--- config.mk ---
export PLATFORM = sky130hd
export DESIGN_NAME = uff_frame_ctrl
export DESIGN_NICKNAME = d
export VERILOG_FILES = /design/src/common/uff_pkg.sv /design/src/common/uff_link_if.sv /design/src/verilog/uff_frame_ctrl.sv /design/src/verilog/uff_rx.sv /design/src/verilog/uff_tx.sv
export SDC_FILE = /design/constraint.sdc
export NUM_CORES = 1
export LEC_CHECK = 0
export BUFFER_PORTS_ARGS = -buffer_cell sky130_fd_sc_hd__buf_2
export CELL_PAD_IN_SITES_DETAIL_PLACEMENT = 2
export CELL_PAD_IN_SITES_GLOBAL_PLACEMENT = 2
export CORE_MARGIN = 1
export CORE_UTILIZATION = 34
export CTS_BUF_LIST = sky130_fd_sc_hd__clkbuf_8 sky130_fd_sc_hd__clkbuf_16
export DETAILED_ROUTE_END_ITERATION = 16
export GPL_TIMING_DRIVEN = 0
export PLACE_DENSITY_LB_ADDON = 0.3
export SLEW_MARGIN = 20
export SYNTH_ARGS = -nofsm -noshare
export SYNTH_HDL_FRONTEND = slang
export SYNTH_SLANG_ARGS = --single-unit
--- constraint.sdc ---
create_clock -name clk -period 2 [get_ports clk]
set_input_delay 0.6 -clock clk [delete_from_list [all_inputs] [get_ports clk]]
set_output_delay 0.6 -clock clk [all_outputs]
set_load 0.02 [all_outputs]
--- src/common/uff_pkg.sv ---
// frame-format control package: register map, field layout, phases
// assumes an 8-bit register port and one system clock
package uff_pkg;
  // ----------------------------------------------------------------
  // register map
  // ----------------------------------------------------------------
  localparam logic [7:0] UFF_CTRL_ADDR = 8'hFB;
  localparam logic [7:0] UFF_STAT_ADDR = 8'hF0;
  localparam logic [7:0] UFF_MASK_ADDR = 8'hF1;
  localparam logic [7:0] UFF_TXD_ADDR = 8'hF2;
  localparam logic [7:0] UFF_RXD_ADDR = 8'hF3;
  localparam logic [7:0] UFF_RXS_ADDR = 8'hF4;
  localparam logic [7:0] UFF_BAUD_ADDR = 8'hF5;
  // ----------------------------------------------------------------
  // control fields and reset values
  // ----------------------------------------------------------------
  localparam int CTRL_ABORT = 7;
  localparam int CTRL_FLOW = 6;
  localparam int CTRL_NINTH_VAL = 5;
  localparam int CTRL_NINE_BIT = 4;
  localparam int CTRL_PAR = 3;
  localparam int CTRL_STOP_CNT = 2;
  localparam int CTRL_STOP = 1;
  localparam int CTRL_START = 0;
  localparam logic [7:0] CTRL_RST = 8'h02;
  localparam logic [7:0] CTRL_WMASK = 8'h7F;
  localparam logic [7:0] BAUD_RST = 8'h56;
  localparam int ST_TXDONE = 0;
  localparam int ST_RXDONE = 1;
  localparam int ST_FERR = 2;
  localparam int ST_PERR = 3;
  localparam int ST_W = 4;
  localparam int RXS_NINTH = 0;
  localparam int RXS_FULL = 1;
  localparam logic [3:0] LAST_BIT = 4'h7;
  localparam int NINTH_POS = 8;

  typedef enum logic [2:0] {
    PH_IDLE = 3'h0,
    PH_START = 3'h1,
    PH_DATA = 3'h3,
    PH_NINTH = 3'h2,
    PH_STOP = 3'h6
  } uff_phase_t;

  function automatic logic uff_par(input logic [7:0] d, input logic odd);
    return (^d) ^ odd;
  endfunction : uff_par

  function automatic logic uff_ninth(input logic [7:0] d,
                                     input logic [7:0] c);
    return c[CTRL_PAR] ? uff_par(d, c[CTRL_NINTH_VAL]) : c[CTRL_NINTH_VAL];
  endfunction : uff_ninth

  function automatic logic uff_has9(input logic [7:0] c);
    return c[CTRL_NINE_BIT] | c[CTRL_PAR];
  endfunction : uff_has9
endpackage : uff_pkg

--- src/common/uff_link_if.sv ---
// link between the control core and its serialiser and deserialiser
// assumes all three sit on one clock
`timescale 1ns/100ps
interface uff_link_if;
  import uff_pkg::*;
  logic ce;
  logic abort;
  logic [7:0] ctrl;
  logic [7:0] div;
  logic tx_go;
  logic [7:0] tx_byte;
  logic tx_busy;
  logic tx_done;
  logic txd;
  uff_phase_t tx_ph;
  logic rxd;
  logic rx_done;
  logic [8:0] rx_word;
  logic rx_ferr;
  logic rx_perr;
  logic rx_busy;
  modport ctl (output ce, abort, ctrl, div, tx_go, tx_byte, rxd,
               input tx_busy, tx_done, txd, tx_ph, rx_done, rx_word,
               rx_ferr, rx_perr, rx_busy);
  modport tx (input ce, abort, ctrl, div, tx_go, tx_byte,
              output tx_busy, tx_done, txd, tx_ph);
  modport rx (input ce, abort, ctrl, div, rxd,
              output rx_done, rx_word, rx_ferr, rx_perr, rx_busy);
endinterface : uff_link_if

--- src/verilog/uff_frame_ctrl.sv ---
// async serial frame-format control: registers, flow control, irq
// assumes a plain register port and inputs synchronous to clk
`timescale 1ns/100ps

module uff_frame_ctrl
  import uff_pkg::*;
(
  // clock, reset, enable
  input wire logic clk,
  input wire logic arst_n,
  input wire logic ce,
  // register port
  input wire logic [7:0] addr,
  input wire logic [7:0] wr_data,
  input wire logic wr_en,
  input wire logic rd_en,
  output logic [7:0] rd_data,
  // power management
  input wire logic sleep_wake,
  // serial line
  output logic txd,
  input wire logic rxd,
  output logic rts_n,
  input wire logic cts_n,
  // interrupt
  output logic irq
);
  // ----------------------------------------------------------------
  // state
  // ----------------------------------------------------------------
  typedef struct packed {
    logic [7:0] ctrl;
    logic abort;
    logic [ST_W-1:0] stat;
    logic [ST_W-1:0] mask;
    logic [7:0] txbuf;
    logic tx_pend;
    logic go;
    logic [7:0] sent;
    logic [8:0] rxbuf;
    logic rx_full;
    logic [7:0] baud;
    logic [7:0] rd_data;
    logic irq;
    logic rts_n;
  } uff_st_t;

  localparam uff_st_t ST_RST = '{ctrl: CTRL_RST, baud: BAUD_RST,
    default: '0};

  uff_st_t q, d;
  uff_link_if lk ();

  // ----------------------------------------------------------------
  // read decode
  // ----------------------------------------------------------------
  function automatic logic [7:0] uff_rd(input logic [7:0] a,
                                        input uff_st_t s);
    logic [7:0] r;
    r = 8'h00;
    case (a)
      UFF_CTRL_ADDR:
        r = s.ctrl & CTRL_WMASK;
      UFF_STAT_ADDR:
        r = {{(8 - ST_W){1'b0}}, s.stat};
      UFF_MASK_ADDR:
        r = {{(8 - ST_W){1'b0}}, s.mask};
      UFF_TXD_ADDR:
        r = s.txbuf;
      UFF_RXD_ADDR:
        r = s.rxbuf[7:0];
      UFF_RXS_ADDR:
      begin
        r[RXS_NINTH] = s.rxbuf[NINTH_POS];
        r[RXS_FULL] = s.rx_full;
      end
      UFF_BAUD_ADDR:
        r = s.baud;
      default:
        r = 8'h00;
    endcase
    return r;
  endfunction : uff_rd

  // ----------------------------------------------------------------
  // next state
  // ----------------------------------------------------------------
  always_comb
  begin
    logic [ST_W-1:0] set_v;
    logic [ST_W-1:0] clr_v;
    d = q;
    set_v = '0;
    clr_v = '0;
    d.abort = 1'b0;
    d.go = 1'b0;
    d.rd_data = 8'h00;

    // launch before the write so a byte written now is not lost
    if (q.tx_pend && !lk.tx_busy && !q.go &&
        (!q.ctrl[CTRL_FLOW] || !cts_n))
    begin
      d.go = 1'b1;
      d.tx_pend = 1'b0;
      d.sent = q.txbuf;
    end

    if (wr_en)
    begin
      case (addr)
        UFF_CTRL_ADDR:
        begin
          d.ctrl = wr_data & CTRL_WMASK;
          d.abort = wr_data[CTRL_ABORT];
        end
        UFF_STAT_ADDR:
          clr_v = wr_data[ST_W-1:0];
        UFF_MASK_ADDR:
          d.mask = wr_data[ST_W-1:0];
        UFF_TXD_ADDR:
        begin
          d.txbuf = wr_data;
          d.tx_pend = 1'b1;
        end
        UFF_BAUD_ADDR:
          d.baud = wr_data;
        default:
          d.tx_pend = d.tx_pend;
      endcase
    end

    if (rd_en)
    begin
      d.rd_data = uff_rd(addr, q);
      if (addr == UFF_RXD_ADDR)
        d.rx_full = 1'b0;
    end

    // receive after the read so a word landing now stays visible
    if (lk.rx_done)
    begin
      d.rxbuf = lk.rx_word;
      d.rx_full = 1'b1;
      set_v[ST_RXDONE] = 1'b1;
      set_v[ST_FERR] = lk.rx_ferr;
      set_v[ST_PERR] = lk.rx_perr;
    end
    if (lk.tx_done)
      set_v[ST_TXDONE] = 1'b1;

    if (d.abort)
    begin
      d.tx_pend = 1'b0;
      d.go = 1'b0;
    end
    if (sleep_wake)
      d.abort = 1'b0;

    // set beats clear: an event in the clearing cycle survives
    d.stat = (q.stat & ~clr_v) | set_v;
    d.irq = |(d.stat & d.mask);
    // rts deasserted only while handshaking and the buffer is full
    d.rts_n = d.ctrl[CTRL_FLOW] & d.rx_full;
  end

  always_ff @(posedge clk or negedge arst_n)
  begin
    if (!arst_n)
      q <= ST_RST;
    else if (ce)
      q <= d;
  end

  // ----------------------------------------------------------------
  // datapath units
  // ----------------------------------------------------------------
  assign lk.ce = ce;
  assign lk.abort = q.abort;
  assign lk.ctrl = q.ctrl;
  assign lk.div = q.baud;
  assign lk.tx_go = q.go;
  assign lk.tx_byte = q.sent;
  assign lk.rxd = rxd;

  uff_tx u_tx (
    .clk(clk),
    .arst_n(arst_n),
    .lk(lk.tx)
  );

  uff_rx u_rx (
    .clk(clk),
    .arst_n(arst_n),
    .lk(lk.rx)
  );

  assign rd_data = q.rd_data;
  assign irq = q.irq;
  assign rts_n = q.rts_n;
  assign txd = lk.txd;

  // ----------------------------------------------------------------
  // checks
  // ----------------------------------------------------------------
  logic [9:0] stop_cnt_q;
  logic [9:0] stop_exp;

  always_ff @(posedge clk or negedge arst_n)
  begin
    if (!arst_n)
      stop_cnt_q <= '0;
    else if (ce)
      stop_cnt_q <= (lk.tx_ph == PH_STOP) ? stop_cnt_q + 10'h001 : '0;
  end

  assign stop_exp = ({2'b00, q.baud} + 10'h001) << q.ctrl[CTRL_STOP_CNT];
endmodule : uff_frame_ctrl

--- src/verilog/uff_rx.sv ---
// frame deserialiser with mid-bit sampling and error checks
// assumes rxd is already synchronous to clk
`timescale 1ns/100ps
module uff_rx
  import uff_pkg::*;
(
  // clock and reset
  input wire logic clk,
  input wire logic arst_n,
  // core link
  uff_link_if.rx lk
);
  typedef struct packed {
    uff_phase_t ph;
    logic [7:0] cnt;
    logic [3:0] bit_n;
    logic [8:0] sh;
    logic ferr;
    logic done;
    logic frm_bad;
    logic pe;
    logic [8:0] word;
  } uff_rx_st_t;
  localparam uff_rx_st_t RX_RST = '{ph: PH_IDLE, default: '0};
  uff_rx_st_t q, d;
  logic tick;

  always_comb
  begin
    d = q;
    d.done = 1'b0;
    tick = (q.cnt == lk.div);
    d.cnt = tick ? '0 : q.cnt + 8'h01;
    case (q.ph)
      PH_IDLE:
      begin
        d.cnt = '0;
        d.ferr = 1'b0;
        d.bit_n = '0;
        if (lk.rxd == lk.ctrl[CTRL_START])
          d.ph = PH_START;
      end
      PH_START:
        if (q.cnt == (lk.div >> 1))
        begin
          // a glitch shorter than half a bit is dropped here
          d.ph = (lk.rxd == lk.ctrl[CTRL_START]) ? PH_DATA : PH_IDLE;
          d.cnt = '0;
        end
      PH_DATA:
        if (tick)
        begin
          d.sh[q.bit_n] = lk.rxd;
          d.bit_n = q.bit_n + 4'h1;
          if (q.bit_n == LAST_BIT)
          begin
            d.ph = uff_has9(lk.ctrl) ? PH_NINTH : PH_STOP;
            d.bit_n = '0;
          end
        end
      PH_NINTH:
        if (tick)
        begin
          d.sh[NINTH_POS] = lk.rxd;
          d.ph = PH_STOP;
        end
      PH_STOP:
        if (tick)
        begin
          d.ferr = q.ferr | (lk.rxd != lk.ctrl[CTRL_STOP]);
          if (lk.ctrl[CTRL_STOP_CNT] && q.bit_n == '0)
            d.bit_n = 4'h1;
          else
          begin
            d.ph = PH_IDLE;
            d.done = 1'b1;
            d.frm_bad = d.ferr;
            d.pe = lk.ctrl[CTRL_PAR] &&
              (q.sh[NINTH_POS] != uff_par(q.sh[7:0],
                                          lk.ctrl[CTRL_NINTH_VAL]));
            d.word = uff_has9(lk.ctrl) ? q.sh : {1'b0, q.sh[7:0]};
          end
        end
      default:
        d = RX_RST;
    endcase
    if (lk.abort)
      d = RX_RST;
  end

  always_ff @(posedge clk or negedge arst_n)
  begin
    if (!arst_n)
      q <= RX_RST;
    else if (lk.ce)
      q <= d;
  end

  assign lk.rx_done = q.done;
  assign lk.rx_word = q.word;
  assign lk.rx_ferr = q.done & q.frm_bad;
  assign lk.rx_perr = q.done & q.pe;
  assign lk.rx_busy = (q.ph != PH_IDLE);
endmodule : uff_rx

--- src/verilog/uff_tx.sv ---
// frame serialiser: start, 8 data lsb first, optional ninth, stops
// assumes a bit period of div+1 clocks
`timescale 1ns/100ps
module uff_tx
  import uff_pkg::*;
(
  // clock and reset
  input wire logic clk,
  input wire logic arst_n,
  // core link
  uff_link_if.tx lk
);
  typedef struct packed {
    uff_phase_t ph;
    logic [7:0] cnt;
    logic [3:0] bit_n;
    logic [8:0] sh;
    logic line;
    logic done;
  } uff_tx_st_t;
  localparam uff_tx_st_t TX_RST = '{ph: PH_IDLE,
    line: ~CTRL_RST[CTRL_START], default: '0};
  uff_tx_st_t q, d;
  logic tick;

  always_comb
  begin
    d = q;
    d.done = 1'b0;
    tick = (q.cnt == lk.div);
    d.cnt = tick ? '0 : q.cnt + 8'h01;
    case (q.ph)
      PH_IDLE:
      begin
        d.cnt = '0;
        d.line = ~lk.ctrl[CTRL_START];
        if (lk.tx_go)
        begin
          d.ph = PH_START;
          d.line = lk.ctrl[CTRL_START];
          d.sh = {uff_ninth(lk.tx_byte, lk.ctrl), lk.tx_byte};
          d.bit_n = '0;
        end
      end
      PH_START, PH_DATA:
        if (tick)
        begin
          d.bit_n = (q.ph == PH_DATA) ? q.bit_n + 4'h1 : '0;
          d.line = q.sh[0];
          d.sh = q.sh >> 1;
          d.ph = PH_DATA;
          if (q.ph == PH_DATA && q.bit_n == LAST_BIT)
          begin
            d.ph = uff_has9(lk.ctrl) ? PH_NINTH : PH_STOP;
            d.line = uff_has9(lk.ctrl) ? q.sh[0] : lk.ctrl[CTRL_STOP];
            d.bit_n = '0;
          end
        end
      PH_NINTH:
        if (tick)
        begin
          d.ph = PH_STOP;
          d.line = lk.ctrl[CTRL_STOP];
        end
      PH_STOP:
        if (tick)
        begin
          if (lk.ctrl[CTRL_STOP_CNT] && q.bit_n == '0)
            d.bit_n = 4'h1;
          else
          begin
            d.ph = PH_IDLE;
            d.done = 1'b1;
            d.line = ~lk.ctrl[CTRL_START];
          end
        end
      default:
        d = TX_RST;
    endcase
    if (lk.abort)
      d = '{ph: PH_IDLE, line: ~lk.ctrl[CTRL_START], default: '0};
  end

  always_ff @(posedge clk or negedge arst_n)
  begin
    if (!arst_n)
      q <= TX_RST;
    else if (lk.ce)
      q <= d;
  end

  assign lk.tx_busy = (q.ph != PH_IDLE);
  assign lk.tx_done = q.done;
  assign lk.txd = q.line;
  assign lk.tx_ph = q.ph;
endmodule : uff_tx
==> results.cfg <==
[synth]
yosysSeqAreaShare_pct = 44.16
synth_seq_cells = 125
yosys.area_share.adder_pct = 1.410
synth_compound_area_share_pct = 16.51
post-synth-top-area-fraction_pct = 41.94
yosys_most_used_dff = dfrtp_1
yosys.area.top_type = dfrtp_1
syn_inst = 687
synthSimpleGateAreaFrac_pct = 15.56
yosysWarnings = 0
yosysMostFrequentCell = dfrtp_1
synth.distinct_cells = 81
synth_edf_count = 0
synthTopCellsByCount = dfrtp_1 (119), nand2_1 (71), mux2_2 (50), o21ai_0 (37), inv_1 (28)
syn_avg_cell_area_sq_um = 10.34
async_reset_ff_share_pct = 100.0
syn_nets = 719
synth_top_family_by_area = compound AO/OA/AOI/OAI gates
synthXorXnorAreaFrac_pct = 5.991
synth.area.top_cells = dfrtp_1 (42%), mux2_2 (7.9%), nand2_1 (3.8%), xor2_1 (3.0%), xnor2_1 (2.7%)
synth_mux_area_share_pct = 11.88
netlist_area_sq_um = 7101

[detailed_routing]
via_per_inst = 5.741
drt_iter0_drc = 342
wirelength_mm = 25.80
vias = 6097
drc = 0
drt-wirelength-per-cell_microns = 24.29
ant_nets = 0
first_pass_iters = 5

[sta]
final-hold-violation-count = 0
max_freq_ghz = 0.4843
fin_skew_ns = 0.01428
slew_violations = 0
slew_headroom_pct = 59.10
fin_ws_ns = -0.06504
whs_ns = 0.07913
fin_crit_sh_pct = 103.3
tightestPinTransition_ns = 0.6135
setup_viol = 12
min_period_ns = 2.065
rsz0062_at_grt = yes

[cts]
htree_num_levels = 4
clk_latency_ns = 0.43
path_clk_slew_ns = 0.07
ctsLongestPathBuffers = 2
root_buffer = clkbuf_16
cts_tree = done
cts.sinks = 125
cts_buffers = 17

[placement]
io_buffers = 33
gp_congestion = 0.8354
dp_slack_ns = -1.153
dp_hpwl_mm = 17.31

[die]
die_h_microns = 146.5
die_area_sq_um = 21470
num_rows = 52
die_x_microns = 146.5
initial_core_util_pct = 34.87
ioPinCount = 35
core_sq_um = 20360

[global_route]
grt_pass1_vias = 6741
track_usage_pct = 24.26
overflow = 0
grt_max_degree = 68
antenna_found_initial = 0
grt_pass1_wl_mm = 39.59

[setup_path]
rrSetupSlack_ns = -0.07
critical_path_peak_fanout = 6
slowest_delay_ns = 0.49
worstPathCellList = xor2_1 > nor4_4 > buf_6 > nand2_2 > o32ai_4 > mux2_4
worstPathArrival_ns = 2.37
crit_required_ns = 2.31
cp-start-kind = register
end_kind = register
slowest_stage = dfrtp_1
critPathKind = register to register

[power]
p_comb_share_pct = 33.4
vdd_ir_drop_max_mv = 0.6122
power_density_nw_per_um2 = 1008
p_seq_share_pct = 33.6
p_sw_share_pct = 36.66
p_int_uw = 5727
p_leak_uw = 0.004021
p_switching_uw = 3315
p_clk_share_pct = 33.0

[final_layout]
area_delta_synth_final_pct = 26.29
diodes = 0
num-nets-final = 811
post_route_cells_drive_above_1_share_pct = 34.85

[run_status]
violations = negative setup slack
outcome = complete, but fails checks

[hold_path]
holdCritPathClass = input port to asynchronous set/reset pin

[job]
drv_cap = 0
## worst max-delay path, delay by kind of cell, from the launching register on
family / cells / cell delay [ns]
multiplexers: 1 / 0.33
flip-flops: 1 / 0.49
XOR/XNOR: 1 / 0.23
AO/OA/AOI/OAI: 1 / 0.38
buffers and inverters: 1 / 0.17
AND/OR/NAND/NOR: 2 / 0.36
## cells by family (layout without fill, tap and decap cells)
family,count (synthesis),count (layout)
XOR/XNOR,47,47
buffers and inverters,72,177
flip-flops,125,125
adder cells (fa/ha/maj),8,8
AO/OA/AOI/OAI,160,160
AND/OR/NAND/NOR,202,202
multiplexers,73,73
## layout make-up
| cell class | count | area, sq um |
|---|---|---|
| multi-input combinational | 490 | 4018 |
| buffer | 40 | 240.2 |
| fill | 2084 | 11400 |
| tap | 270 | 337.8 |
| timing repair buffer | 76 | 564.3 |
| clock inverter | 15 | 127.6 |
| clock buffer | 17 | 425.4 |
| sequential | 125 | 3144 |
| inverter | 29 | 110.1 |
## layer usage
metal  up-vias  routed length [microns]  GRT usage (%)
met5         -                        0              0
met4         0                      616          7.708
met3        42                     1039          5.219
met2       141                    13060          41.40
met1      3220                    11080          30.49
li1       2694                        -              -
## layout by cell type, fill, tap and decap left out, drive strengths merged, types with 4 or more instances in the layout
cell type	instances
clkbuf	33
inv	39
mux4	4
nor2	26
nand2b	7
and3	8
a21oi	20
xnor2	22
a21o	9
nand2	72
nor3	9
nor2b	7
mux2i	19
mux2	50
o22ai	6
nand3	23
ha	8
dfstp	6
a22o	19
xor2	24
nand4	9
nor4	9
o2bb2ai	13
dfrtp	119
o21ai	38
buf	99
o211ai	4
and2	5
and4	4
a21boi	6
a222oi	4
## registers in the layout, summed over array words and instances, names as in the netlist
register	count
u_rx.q	27
rd_data	8
u_tx.lk.tx_ph	3
rts_n	1
lk.tx_byte	8
irq	1
u_tx.lk.txd	1
lk.abort	1
lk.div	8
u_rx.lk.rx_done	1
u_rx.lk.rx_word	9
u_tx.q	21
lk.tx_go	1
u_tx.lk.tx_done	1
q	27
lk.ctrl	7
## timing repair
item	in CTS	in global routing
setup endpoints to repair	113	77
cloned	0	1
hold buffers	0	0
setup buffers	19	23
pin swaps	8	19
gates resized for setup	56	66
## power by group through the flow
stage               sequential, uW  combinational, uW  clock, uW
CTS                           3000               2690       3040
finish                        3040               3020       2990
detailed placement            3030               2330          0
floorplan                     2960               1650          0
global placement              3010               2200          0
global route                  3060               3250       3160
## path summary, 6_finish.rpt
check                                  startpoint                            to  depth (start not counted)
setup reg to reg            lk.div[5]$_DFFE_PN0P_  u_tx.lk.tx_ph[2]$_DFFE_PN0P_                          6
hold / removal                             arst_n         u_tx.q[5]$_DFFE_PN0P_                          1
hold reg to reg            rd_data[6]$_DFFE_PN0P_        rd_data[6]$_DFFE_PN0P_                          1
max in group asynchronous                  arst_n         lk.div[4]$_DFFE_PN1P_                          2
min in group clk                       sleep_wake          lk.abort$_DFFE_PN0P_                          2
setup / recovery            lk.div[5]$_DFFE_PN0P_  u_tx.lk.tx_ph[2]$_DFFE_PN0P_                          6
## stage by stage
| stage | total power, uW | utilization [%] | cells | area [sq um] | TNS, ns |
|---|---|---|---|---|---|
| after floorplan | 4610 | - | 687 | 7129 | -0.3450 |
| after global placement | 5216 | 37.48 | 990 | 7632 | -226.22 |
| after detailed placement | 5363 | 37.66 | 991 | 7670 | -76.00 |
| after CTS | 8731 | 42.27 | 1041 | 8608 | -0.5665 |
| after global routing | 9470 | 44.03 | 1062 | 8967 | -1.369 |
| final | 9042 | 44.03 | 1062 | 8967 | -0.4132 |
(Power assumes the default switching activity.)
